<file path="src/common/tx_ctrl_params.svh">
// Purpose: constants for the transmit character control and enable latches
// Assumes: 40 MHz system clock
// Notes:   timing counts derived from printed times
// Functional notes
// - In the no-select encoding mode the special-code select input is ignored.
// - Unbonded control 00 data, 01 fill, 10 special, 11 word sync.
// - Unbonded word sync starts only when both control bits sampled high; runs 16 uninterrupted.
// - Sync is 16 fill symbols; 2nd and 3rd reversed disparity; inputs ignored.
// - Start condition seen at sequence end restarts it for 16 more characters.
// - Start character must have odd parity when checking; next 15 unchecked.
// - Bonding select high joins channels A and B into one path.
// - Bonded, B bit0 low: channel A follows A bit1 and A bit0.
// - Bonded, B bit0 low: channel B follows B bit1 with A bit0.
// - Bonded, B bit0 high starts word sync on both channels, parity permitting.
// - Each channel can run a repeating 511-character pseudo-random self-test.
// - Receive clock select off middle and encoder on: sync precedes each pass.
// - Self-test latch enable high: low enable input turns on mapped self-test.
// - Latch enable falling captures all four enables until it rises again.
// - Enable 3 tx B/out B2, 2 rx B/out B1, 1 tx A/out A2, 0 rx A/out A1.
// - Device reset presets self-test latch so all self-tests are off.
// - Self-test active ignores that channel's data byte and control inputs.
// - Local loopback makes every enabled driver output static logic one.
// - Output latch enable high passes enables; falling holds them until rise.
// - Both outputs of a channel disabled powers down its transmit logic.
// - Device reset clears the output enable latch, disabling all drivers.
// - Re-enabling after all channels off flags a 200 us settling period.
`ifndef TX_CTRL_PARAMS_SVH
`define TX_CTRL_PARAMS_SVH
`define CLK_MHZ          40
`define SYNC_LEN         16
`define SYNC_LAST        4'hF
`define LFSR_PERIOD      511
`define LFSR_SEED        9'h1FF
`define SETTLE_US        200
`define SETTLE_CYCLES    (`SETTLE_US * `CLK_MHZ)
`define K28_5            8'hBC
`define MODE_NOSEL       3'h5
`define TSEL_MID         2'h1
`define EN_RXA           0
`define EN_TXA           1
`define EN_RXB           2
`define EN_TXB           3
`endif

</file>
<file path="src/common/tx_ctrl_pkg.sv">
// Purpose: types for the transmit character control block
// Assumes: tx_ctrl_params.svh holds the numbers
// Notes:   none
package tx_ctrl_pkg;
	typedef enum logic [1:0]
	{
		CH_DATA    = 2'b00,
		CH_FILL    = 2'b01,
		CH_SPECIAL = 2'b10,
		CH_SYNC    = 2'b11
	} char_kind_e;
	typedef enum logic [1:0]
	{
		DISP_NORMAL  = 2'b00,
		DISP_REVERSE = 2'b01,
		DISP_NONE    = 2'b10
	} disp_ctl_e;
	typedef struct packed
	{
		logic       valid;
		logic       is_k;
		logic [7:0] byte_val;
		disp_ctl_e  disp;
	} tx_char_s;
	typedef struct packed
	{
		logic [1:0] ctl;
		logic [7:0] data;
		logic       parity;
	} tx_in_s;
endpackage

</file>
<file path="src/logic/selftest_lfsr.sv">
// Purpose: 9-bit pattern generator for one transmit channel
// Assumes: run_in held low during each preamble
// Notes:   k flag from state bit 8, also a feedback tap, covers special codes
`timescale 1ns/1ps
`include "tx_ctrl_params.svh"
module selftest_lfsr
(
	input  wire logic       sys_clk_in,
	input  wire logic       rst_in,
	input  wire logic       run_in,
	output logic [8:0]      state_out,
	output logic            wrap_out
);
	logic [8:0] lfsr_r;
	logic [8:0] lfsr_nxt;
	always_comb
	begin
		lfsr_nxt = lfsr_r;
		if (!run_in)
			lfsr_nxt = `LFSR_SEED;
		else
			lfsr_nxt = {lfsr_r[7:0], lfsr_r[8] ^ lfsr_r[4]};
	end
	always_ff @(posedge sys_clk_in or posedge rst_in)
	begin
		if (rst_in)
			lfsr_r <= `LFSR_SEED;
		else
			lfsr_r <= lfsr_nxt;
	end
	assign state_out = lfsr_r;
	assign wrap_out  = run_in && (lfsr_nxt == `LFSR_SEED);
	chk_lfsr_nonzero: assert property (@(posedge sys_clk_in) disable iff (rst_in)
		lfsr_r != 9'h000) else $error("lfsr locked at zero");
endmodule

</file>
<file path="src/logic/enable_latch.sv">
// Purpose: four-bit transparent-high enable latch, clocked form
// Assumes: latch enable synchronous to clock
// Notes:   reset value is a parameter
`timescale 1ns/1ps
module enable_latch #(
	parameter logic [3:0] RESET_VAL = 4'h0
)
(
	input  wire logic       sys_clk_in,
	input  wire logic       rst_in,
	input  wire logic       open_in,
	input  wire logic [3:0] d_in,
	output logic [3:0]      q_out
);
	logic [3:0] q_r;
	logic [3:0] q_nxt;
	always_comb
	begin
		q_nxt = open_in ? d_in : q_r;
	end
	always_ff @(posedge sys_clk_in or posedge rst_in)
	begin
		if (rst_in)
			q_r <= RESET_VAL;
		else
			q_r <= q_nxt;
	end
	assign q_out = open_in ? d_in : q_r;
	chk_latch_hold: assert property (@(posedge sys_clk_in) disable iff (rst_in)
		!open_in && !$past(open_in) |-> $stable(q_r)) else $error("latch moved while closed");
endmodule

</file>
<file path="src/logic/tx_char_control.sv">
// Purpose: transmit character selection, word sync, self-test and driver enables
// Assumes: inputs synchronous to sys_clk_in, one character per clock
// Notes:   device_reset_n and rst_in both reset the latches
`timescale 1ns/1ps
`include "tx_ctrl_params.svh"
module tx_char_control
	import tx_ctrl_pkg::*;
#(
	parameter int SETTLE_CYCLES = `SETTLE_CYCLES
)
(
	input  wire logic              sys_clk_in,
	input  wire logic              rst_in,
	input  wire logic              device_reset_n_in,
	input  wire logic [2:0]        tx_encode_select_in,
	input  wire logic              special_code_select_in,
	input  wire logic              rx_bonding_select_in,
	input  wire logic [1:0]        rx_clock_source_select_in,
	input  wire logic              parity_check_en_in,
	input  wire tx_ctrl_pkg::tx_in_s tx_char_a_in,
	input  wire tx_ctrl_pkg::tx_in_s tx_char_b_in,
	input  wire logic [3:0]        shared_enable_inputs_in,
	input  wire logic              selftest_latch_enable_in,
	input  wire logic              output_latch_enable_in,
	input  wire logic              local_loopback_enable_in,
	output tx_ctrl_pkg::tx_char_s  tx_out_a_out,
	output tx_ctrl_pkg::tx_char_s  tx_out_b_out,
	output logic [3:0]             driver_enable_out,
	output logic [3:0]             driver_static_one_out,
	output logic [1:0]             tx_logic_power_out,
	output logic [3:0]             selftest_enable_out,
	output logic [1:0]             rx_pll_enable_out,
	output logic                   settling_out
);
	import tx_ctrl_pkg::*;

	logic       rst_all;
	logic [3:0] st_latch;
	logic [3:0] oe_latch;
	logic [8:0] lfsr_a;
	logic [8:0] lfsr_b;
	logic       wrap_a;
	logic       wrap_b;
	logic [1:0] st_run;

	assign rst_all = rst_in | ~device_reset_n_in;

	// separate latches on the shared enables
	enable_latch #(.RESET_VAL(4'hF)) u_st_latch
	(
		.sys_clk_in (sys_clk_in),
		.rst_in     (rst_all),
		.open_in    (selftest_latch_enable_in),
		.d_in       (shared_enable_inputs_in),
		.q_out      (st_latch)
	);
	enable_latch #(.RESET_VAL(4'h0)) u_oe_latch
	(
		.sys_clk_in (sys_clk_in),
		.rst_in     (rst_all),
		.open_in    (output_latch_enable_in),
		.d_in       (shared_enable_inputs_in),
		.q_out      (oe_latch)
	);

	function automatic logic odd_ok(input tx_in_s c);
		odd_ok = ^{c.ctl, c.data, c.parity};
	endfunction

	function automatic tx_char_s make_char(input char_kind_e k, input logic [7:0] d);
		make_char = '{valid: 1'b1, is_k: (k != CH_DATA), byte_val: d, disp: DISP_NORMAL};
		if (k == CH_FILL || k == CH_SYNC)
			make_char.byte_val = `K28_5;
	endfunction

	logic       mode5;
	logic       bonded;
	char_kind_e kind_a;
	char_kind_e kind_b;
	assign mode5  = (tx_encode_select_in == `MODE_NOSEL);
	assign bonded = rx_bonding_select_in;
	assign st_run = {~st_latch[`EN_TXB], ~st_latch[`EN_TXA]};

	always_comb
	begin
		if (bonded && tx_char_b_in.ctl[0])
		begin
			kind_a = CH_SYNC;
			kind_b = CH_SYNC;
		end
		else if (bonded)
		begin
			kind_a = char_kind_e'({tx_char_a_in.ctl[1], tx_char_a_in.ctl[0]});
			kind_b = char_kind_e'({tx_char_b_in.ctl[1], tx_char_a_in.ctl[0]});
		end
		else
		begin
			kind_a = char_kind_e'(tx_char_a_in.ctl);
			kind_b = char_kind_e'(tx_char_b_in.ctl);
		end
	end

	// per-channel sync counter and output
	logic [3:0] cnt_r   [2];
	logic [3:0] cnt_nxt [2];
	logic [1:0] busy_r;
	logic [1:0] busy_nxt;
	logic [1:0] pre_r;
	logic [1:0] pre_nxt;
	logic [1:0] st_prev_r;
	logic [1:0] st_prev_nxt;
	tx_char_s   out_r   [2];
	tx_char_s   out_nxt [2];
	logic [8:0] lfsr_v  [2];
	logic [1:0] wrap_v;
	logic [1:0] need_pre;

	assign lfsr_v[0] = lfsr_a;
	assign lfsr_v[1] = lfsr_b;
	assign wrap_v    = {wrap_b, wrap_a};
	assign need_pre  = {2{(rx_clock_source_select_in != `TSEL_MID)
		&& tx_encode_select_in[2:1] != 2'b00}};

	selftest_lfsr u_lfsr_a
	(
		.sys_clk_in (sys_clk_in),
		.rst_in     (rst_all),
		.run_in     (st_run[0] && !(busy_r[0] && pre_r[0])),
		.state_out  (lfsr_a),
		.wrap_out   (wrap_a)
	);
	selftest_lfsr u_lfsr_b
	(
		.sys_clk_in (sys_clk_in),
		.rst_in     (rst_all),
		.run_in     (st_run[1] && !(busy_r[1] && pre_r[1])),
		.state_out  (lfsr_b),
		.wrap_out   (wrap_b)
	);

	genvar g;
	generate
		for (g = 0; g < 2; g++)
		begin : gen_ch
			tx_in_s     in_c;
			char_kind_e k_c;
			assign in_c = (g == 0) ? tx_char_a_in : tx_char_b_in;
			assign k_c  = (g == 0) ? kind_a : kind_b;
			always_comb
			begin
				cnt_nxt[g]  = cnt_r[g];
				busy_nxt[g] = busy_r[g];
				pre_nxt[g]  = pre_r[g];
				st_prev_nxt[g] = st_run[g];
				out_nxt[g]  = make_char(CH_DATA, in_c.data);
				if (busy_r[g])
				begin
					// inputs ignored mid-sequence, no parity check
					out_nxt[g] = make_char(CH_SYNC, 8'h00);
					if (cnt_r[g] == 4'h1 || cnt_r[g] == 4'h2)
						out_nxt[g].disp = DISP_REVERSE;
					cnt_nxt[g] = cnt_r[g] + 4'h1;
					if (cnt_r[g] == `SYNC_LAST)
					begin
						busy_nxt[g] = 1'b0;
						pre_nxt[g]  = 1'b0;
					end
				end
				else if (st_run[g])
				begin
					// self-test replaces host data
					out_nxt[g] = '{valid: 1'b1, is_k: lfsr_v[g][8],
						byte_val: lfsr_v[g][7:0], disp: DISP_NORMAL};
					// preamble at the start of a pass and at every wrap
					if (need_pre[g] && (wrap_v[g] || !st_prev_r[g]))
					begin
						busy_nxt[g] = 1'b1;
						pre_nxt[g]  = 1'b1;
						cnt_nxt[g]  = 4'h1;
						out_nxt[g]  = make_char(CH_SYNC, 8'h00);
					end
				end
				else if (mode5 && k_c == CH_SYNC)
				begin
					if (!parity_check_en_in || odd_ok(in_c))
					begin
						busy_nxt[g] = 1'b1;
						cnt_nxt[g]  = 4'h1;
						out_nxt[g]  = make_char(CH_SYNC, 8'h00);
					end
					else
						out_nxt[g].valid = 1'b0;
				end
				else
					out_nxt[g] = make_char(k_c, in_c.data);
			end
			always_ff @(posedge sys_clk_in or posedge rst_all)
			begin
				if (rst_all)
				begin
					cnt_r[g]  <= 4'h0;
					busy_r[g] <= 1'b0;
					pre_r[g]  <= 1'b0;
					st_prev_r[g] <= 1'b0;
					out_r[g]  <= '0;
				end
				else
				begin
					cnt_r[g]  <= cnt_nxt[g];
					busy_r[g] <= busy_nxt[g];
					pre_r[g]  <= pre_nxt[g];
					st_prev_r[g] <= st_prev_nxt[g];
					out_r[g]  <= out_nxt[g];
				end
			end
		end
	endgenerate

	// driver enables, loopback, power and settling
	logic [3:0]  drv_en_r;
	logic [3:0]  one_r;
	logic [1:0]  pwr_r;
	logic [3:0]  st_en_r;
	logic [1:0]  rxpll_r;
	logic        settle_r;
	logic [15:0] settle_cnt_r;
	logic [3:0]  drv_en_nxt;
	logic [3:0]  one_nxt;
	logic [1:0]  pwr_nxt;
	logic        settle_nxt;
	logic [15:0] settle_cnt_nxt;

	always_comb
	begin
		drv_en_nxt     = oe_latch;
		one_nxt        = local_loopback_enable_in ? oe_latch : 4'h0;
		pwr_nxt        = {|oe_latch[3:2], |oe_latch[1:0]};
		settle_nxt     = settle_r;
		settle_cnt_nxt = settle_cnt_r;
		if (drv_en_r == 4'h0 && oe_latch != 4'h0)
		begin
			settle_nxt     = 1'b1;
			settle_cnt_nxt = 16'(SETTLE_CYCLES - 1);
		end
		else if (settle_r)
		begin
			if (settle_cnt_r == 16'h0000)
				settle_nxt = 1'b0;
			else
				settle_cnt_nxt = settle_cnt_r - 16'h0001;
		end
	end

	always_ff @(posedge sys_clk_in or posedge rst_all)
	begin
		if (rst_all)
		begin
			drv_en_r     <= 4'h0;
			one_r        <= 4'h0;
			pwr_r        <= 2'h0;
			st_en_r      <= 4'h0;
			rxpll_r      <= 2'h0;
			settle_r     <= 1'b0;
			settle_cnt_r <= 16'h0000;
		end
		else
		begin
			drv_en_r     <= drv_en_nxt;
			one_r        <= one_nxt;
			pwr_r        <= pwr_nxt;
			st_en_r      <= ~st_latch;
			rxpll_r      <= {oe_latch[`EN_RXB], oe_latch[`EN_RXA]};
			settle_r     <= settle_nxt;
			settle_cnt_r <= settle_cnt_nxt;
		end
	end

	assign tx_out_a_out          = out_r[0];
	assign tx_out_b_out          = out_r[1];
	assign driver_enable_out     = drv_en_r;
	assign driver_static_one_out = one_r;
	assign tx_logic_power_out    = pwr_r;
	assign selftest_enable_out   = st_en_r;
	assign rx_pll_enable_out     = rxpll_r;
	assign settling_out          = settle_r;

	chk_sync_length: assert property (@(posedge sys_clk_in) disable iff (rst_all)
		$rose(busy_r[0]) |-> busy_r[0] [*8] ##1 busy_r[0] [*7]) else $error("sync short");
	chk_sync_reverse: assert property (@(posedge sys_clk_in) disable iff (rst_all)
		busy_r[0] && cnt_r[0] == 4'h1 |=> out_r[0].disp == DISP_REVERSE)
		else $error("disparity not reversed");
	chk_sync_fill: assert property (@(posedge sys_clk_in) disable iff (rst_all)
		busy_r[1] |=> out_r[1].byte_val == `K28_5) else $error("sync not fill");
	chk_bond_both: assert property (@(posedge sys_clk_in) disable iff (rst_all)
		mode5 && bonded && tx_char_b_in.ctl[0] && !busy_r[0] && !busy_r[1] && st_run == 2'b00
		&& !parity_check_en_in |=> busy_r == 2'b11) else $error("bonded sync missing");
	chk_parity_block: assert property (@(posedge sys_clk_in) disable iff (rst_all)
		mode5 && !busy_r[0] && st_run[0] == 1'b0 && parity_check_en_in && !odd_ok(tx_char_a_in)
		|=> !busy_r[0]) else $error("bad parity started sync");
	chk_loop_one: assert property (@(posedge sys_clk_in) disable iff (rst_all)
		local_loopback_enable_in |=> driver_static_one_out == $past(oe_latch))
		else $error("loopback drive wrong");
	chk_power_down: assert property (@(posedge sys_clk_in) disable iff (rst_all)
		drv_en_r[1:0] == 2'b00 |-> pwr_r[0] == 1'b0) else $error("channel a powered");
	chk_settle_flag: assert property (@(posedge sys_clk_in) disable iff (rst_all)
		drv_en_r == 4'h0 && oe_latch != 4'h0 |=> settle_r) else $error("no settling");
	cov_sync: cover property (@(posedge sys_clk_in) $rose(busy_r[0]));
	cov_bonded: cover property (@(posedge sys_clk_in) bonded && busy_r == 2'b11);
	cov_selftest: cover property (@(posedge sys_clk_in) st_run[1] && wrap_b);
endmodule

</file>
<file path="config.mk">
export PLATFORM = sky130hd
export DESIGN_NAME = tx_char_control
export DESIGN_NICKNAME = d
export VERILOG_FILES = /design/src/common/tx_ctrl_pkg.sv /design/src/logic/selftest_lfsr.sv /design/src/logic/enable_latch.sv /design/src/logic/tx_char_control.sv
export VERILOG_INCLUDE_DIRS = /design/src /design/src/common
export SDC_FILE = /design/constraint.sdc
export NUM_CORES = 1
export LEC_CHECK = 0
export BUFFER_PORTS_ARGS = -buffer_cell sky130_fd_sc_hd__buf_2
export CORE_MARGIN = 1.5
export CORE_UTILIZATION = 50
export DETAILED_ROUTE_END_ITERATION = 6
export PLACE_DENSITY = 0.73
export SYNTH_ARGS = -nofsm -noshare
export SYNTH_HDL_FRONTEND = slang
export SYNTH_HIERARCHICAL = 1
export SYNTH_SLANG_ARGS = --single-unit
</file>
<file path="constraint.sdc">
create_clock -name sys_clk_in -period 5.7 [get_ports sys_clk_in]
set_clock_uncertainty 0.2 [all_clocks]
set_input_delay 1.14 -clock sys_clk_in [delete_from_list [all_inputs] [get_ports sys_clk_in]]
set_output_delay 1.14 -clock sys_clk_in [all_outputs]
set_load 0.05 [all_outputs]
</file>
---- Word level (Yosys, flattened, before mapping) ----
Index checks and enable logic that the tools add are counted.
Widths: inputs -> output; s select.
word-level totals
  register bits ........................... 93
  output and inout port bits .............. 41
  logic and storage cells ................. 163
cells by class
  add/subtract/negate cells ............... 3
  equal/unequal tests ..................... 23
  muxes and demuxes ....................... 58
  bitwise operators ....................... 7
  reductions and logical operators ........ 46
operator list
  cell                   number
  $mux 12                6
  $mux 4                 13
  $mux 16                3
  $mux 11                4
  $mux 1                 26
  $reduce_xor 11->1      2
  $eq 9x9->1 const B     2
  $mux 9                 2
  $logic_not 16->1       1
  $mux 8                 2
  $sub 16x1->16 const B  1
  $logic_and 1x1->1      13
  $ne 3x1->1 const B     4
  $reduce_and 3->1       4
  $reduce_bool 2->1      6
  $ne 2x1->1 const B     5
  $add 4x1->4 const B    2
  $eq 4x1->1 const B     2
  $eq 4x2->1 const B     2
  $eq 4x4->1 const B     2
  $logic_or 1x1->1       8
  $reduce_bool 3->1      2
  $logic_not 1->1        5
  $eq 2x1->1 const B     2
  12 further kinds       18

---- Depth between registers and ports, before layout ----
  depth in word-level cells ............... 11
  depth in mapped cells ................... 11

---- Cells and area by module ----
The synthesis kept the hierarchy.
modules (own cells, without submodules)
  module                     times used  cells an instance  area an instance (um^2)  sequential area each (um^2)
  tx_char_control            1           318                3284.4                   1626.6
  selftest_lfsr              2           24                 336.6                    236.5
  enable_latch (u_st_latch)  1           9                  153.9                    105.1
  enable_latch (u_oe_latch)  1           9                  148.9                    100.1

---- Least setup slack after synthesis ----
Ideal clock, no wire load.
  kind .................................... input to register
  start point ............................. input selftest_latch_enable_in
  end point ............................... register cnt_r[6] in the netlist's numbering
  arrival ................................. 3.223 ns
  required time ........................... 5.367 ns
  path slack .............................. 2.144 ns
  stages .................................. 11
  cells stage by stage .................... mux2_2 clkbuf_1 a21oi_1 nand4_1 nor4_2 nand2b_1 a41oi_2 and2_1 buf_6 a22oi_1 o21ai_1
on the way
  word-level cells in the longest chain between the ends .. 10
  elaborated cells between the ends (all ways) .. 14
ends and longest elaborated chain
  what                                    RTL line                text
  from (decl)                             tx_char_control.sv:23   input wire logic selftest_latch_enable_in,
  $mux 4 (*)                              enable_latch.sv:28      assign q_out = open_in ? d_in : q_r;
  $not 1->1 (*)                           tx_char_control.sv:82   assign st_run = {~st_latch[`EN_TXB], ~st_latch[`EN_TXA]};
  $logic_and 1x1->1 (*)                   tx_char_control.sv:128  .run_in (st_run[0] && !(busy_r[0] && pre_r[0])),
  $mux 9                                  selftest_lfsr.sv:19     if (!run_in)
  $eq 9x9->1 (no source line)             n/a
  $logic_and 1x1->1 (*)                   selftest_lfsr.sv:32     assign wrap_out = run_in && (lfsr_nxt == `LFSR_SEED);
  via wrap_a                              tx_char_control.sv:42   logic wrap_a;
  $logic_or 1x1->1 (*)                    tx_char_control.sv:175  if (need_pre[g] && (wrap_v[g] || !st_prev_r[g]))
  $logic_and 1x1->1 (*)                   tx_char_control.sv:175
  $reduce_bool 3->1 (no source line) (*)  n/a
  $reduce_and 3->1 (no source line) (*)   n/a
  to (signal, indexed assignment)         tx_char_control.sv:209  cnt_r[g] <= cnt_nxt[g];
  to (decl)                               tx_char_control.sv:104  logic [3:0] cnt_r [2];
Mark *: on every way through the listed nets, which the timed path passes. The rest lies on a longest branch.
A chain may end at the register's enable or synchronous reset.

---- Final worst setup path ----
  start point ............................. input selftest_latch_enable_in
  end point ............................... register cnt_r[6] in the netlist's numbering
on the way
  word-level cells in the longest chain between the ends .. 10
  elaborated cells between the ends (all ways) .. 14
ends and longest elaborated chain
  what                                    RTL line                text
  $mux 4 (*)                              enable_latch.sv:28
  via st_latch[1]                         tx_char_control.sv:38   logic [3:0] st_latch;
  $not 1->1 (*)                           tx_char_control.sv:82
  $logic_and 1x1->1 (*)                   tx_char_control.sv:128
  $mux 9                                  selftest_lfsr.sv:19
  $eq 9x9->1 (no source line)             n/a
  $logic_and 1x1->1 (*)                   selftest_lfsr.sv:32
  via wrap_a                              tx_char_control.sv:42
  $logic_or 1x1->1 (*)                    tx_char_control.sv:175
  $logic_and 1x1->1 (*)                   tx_char_control.sv:175
  $reduce_bool 3->1 (no source line) (*)  n/a
  $reduce_and 3->1 (no source line) (*)   n/a
Marks and branches as above.

==> results.yml <==
global_routing:
  grt_max_degree: 39
  antenna_found_initial: 0
  grt_pass1_wl_mm: 14.30
  first_global_vias: 2994
  track_usage: 0.2066
  overflow: 0
cells_and_area:
  num-nets-final: 511
  antenna_cells: 0
  layout-drive-gt1-share: 0.3028
  syn2layout_area_growth_pct: 15.65
  fill_cells: 697
  regArea_um2: 2305
  multi_input_area_um2: 1794
  instances_no_fill: 574
status:
  status: "finished clean"
placement:
  dpl.hpwl_mm: 6.381
  portBuffers: 77
  gp_congestion: 0.8186
  dp.cells: 558
logic_synthesis:
  ys_types: 66
  synth_area_um2: 4260
  ys.flop_type: "dfrtp_1"
  async_reset_ff_frac: 1.000
  ys_ff_latch: 91
  synth_seq_area_share: 0.5410
  syn_inst: 384
  yosys_warnings: 6
  syn_avg_cell_area_um2: 11.09
  synth_edf_count: 0
sta:
  worst_pin_slew_ns: 1.135
  whs_ns: 0.2977
  setup_viol: 0
  period_share: 0.6682
  tns_ns: 0
  drv_slew: 0
  rsz0062_at_grt: "false"
  finalHoldViolCount: 0
  min_period_ns: 3.809
  slew_headroom: 0.2353
  fmax_ghz: 0.2625
drt:
  drt_pass1_iterations: 4
  vias: 3126
  wl_per_cell_um: 15.15
  detail_route.vias_per_cell: 5.446
  ant_nets: 0
  drtIter0Drc: 123
  drc: 0
  finalWirelength_mm: 8.696
clock_network:
  cts_tree: "done"
  clk_latency_ns: 0.36
  cts_max_path_buffers: 2
  cts_made_buffers: 9
  cts.repair.resized: 0
  cts.clk_slew.worst_paths_ns: 0.09
  cts_hold_buf: 0
  cts_root_buf: "clkbuf_8"
  cts_setup_buffers: 0
  clock_sinks: 91
  cts-htree-levels: 3
floorplan:
  start_util: 0.5185
  io_pins: 81
  row_count: 33
  die_h_um: 95.31
  die_w_um: 95.31
  fp.dieArea_um2: 9083
  coreArea_um2: 8217
worst_setup_path:
  crit_path_end_kind: "flop"
  path_max_fanout: 12
  cp.arrival_ns: 3.84
  cp.required_ns: 5.74
  worstSetupPathType: "in2reg"
  start_kind: "primary input"
hold_path:
  min_path_type: "reg2reg"
pwr:
  power_density_nw_per_um2: 388.2
  p_leak_nw: 2.206
  total_power_mw: 1.913
  vdd_ir_drop_max_mv: 0.1543
job:
  max-cap-violations: 0
==> cells in the final DEF, fill, tap and decap left out, drive strengths merged, types with 6 or more instances in the layout <==
master   n
nor2    27
clkbuf  10
ha       7
nand3   13
xnor2   22
inv     27
or2b    12
nor3     9
xor2    10
nand2b   6
mux2     9
and2     7
o21ai    8
nand2   29
a21oi   11
dfrtp   69
buf     78
nor4     9
o22ai    8
dfstp   22
==> through the flow <==
stage | util | area (µm²) | setup WS, ns
final | 0.5997 | 4927 | 1.891
after floorplan | - | 4264 | 0.3100
after detailed placement | 0.5750 | 4725 | 1.521
after CTS | 0.5997 | 4927 | 1.903
after global placement | 0.5750 | 4725 | 1.638
after global routing | 0.5997 | 4927 | 1.586
==> layer usage <==
layer	vias up	part of all wire	wire [µm]	track usage
met5	-	0	0	0
met4	0	0.013	110	0.09080
met3	7	0.053	457	0.03748
met2	87	0.47	4108	0.3262
met1	1533	0.46	4019	0.2774
li1	1499	-	-	-
==> synthesized netlist by cell type, types with 8 or more instances <==
master	n	area share
nor3_1	9	0.011
xor2_1	10	0.021
nand3_1	13	0.015
dfrtp_1	69	0.41
dfstp_2	22	0.14
inv_1	27	0.024
or2b_1	12	0.021
nand2_1	29	0.026
o22ai_1	8	0.012
xnor2_1	21	0.043
nor2_1	27	0.024
a21oi_1	11	0.013
mux2_2	8	0.021
==> critical path, stage by stage <==
cell,delay (ns)
buf_2,0.14
mux2_2,0.46
a21oi_1,0.54
nand4_1,0.18
nor4_2,0.20
nand2b_1,0.19
a41oi_2,0.26
and2_1,0.38
a22oi_1,0.26
o21ai_1,0.09
==> registers in the layout (all words and copies together), names as in the netlist <==
register and count:
tx_out_b_out 11, rx_pll_enable_out 1, u_lfsr_a/state_out 9, settle_cnt_r 16
tx_out_a_out 11, tx_logic_power_out 2, busy_r 2, cnt_r 8
u_st_latch/q_r 4, driver_enable_out 3, driver_static_one_out 4, settling_out 1
u_lfsr_b/state_out 9, pre_r 2, selftest_enable_out 4, u_oe_latch/q_r 4
==> power breakdown <==
part           switching [mW]  internal, mW  total, mW
Sequential              0.102         0.772      0.874
Combinational           0.379         0.218      0.597
Clock                   0.227         0.215      0.442
Total                   0.708          1.20       1.91
==> final timing paths <==
check,start,end,slack (ns),cells past startpoint
max,selftest_latch_enable_in,cnt_r[6],1.89,10
min,u_lfsr_a/state_out[7],u_lfsr_a/state_out[8],0.30,2
max reg2reg,u_st_latch/q_r[1],cnt_r[6],2.54,9
min reg2reg,u_lfsr_a/state_out[7],u_lfsr_a/state_out[8],0.30,2
max in group asynchronous,rst_in,u_lfsr_b/state_out[0],3.48,4
min in group asynchronous,device_reset_n_in,tx_out_b_out[0],0.79,2
==> kinds of logic (layout without fill, tap and decap cells) <==
| logic type | count (synthesis) | in the layout | share of synthesized area |
|---|---|---|---|
| other | 1 | 2 | 0.0008802 |
| DFF | 91 | 91 | 0.5410 |
| muxes | 12 | 12 | 0.03260 |
| AOI/OAI and AO/OA | 64 | 64 | 0.1122 |
| buffers and inverters | 37 | 121 | 0.04053 |
| xor gates and xnor gates | 33 | 33 | 0.07313 |
| and+or+nand+nor | 139 | 139 | 0.1791 |
| adders and majority gates | 7 | 7 | 0.02056 |
==> area by class of cell <==
cell class                      count  share of cell area
Clock buffer                       10             0.02793
Tap cell                          105             0.02666
Multi-Input combinational cell    257              0.3641
Timing Repair Buffer               78             0.07974
Inverter                           27             0.02057
Sequential cell                    91              0.4677
Clock inverter                      6             0.01320
Power figures use the tool's default switching activity.
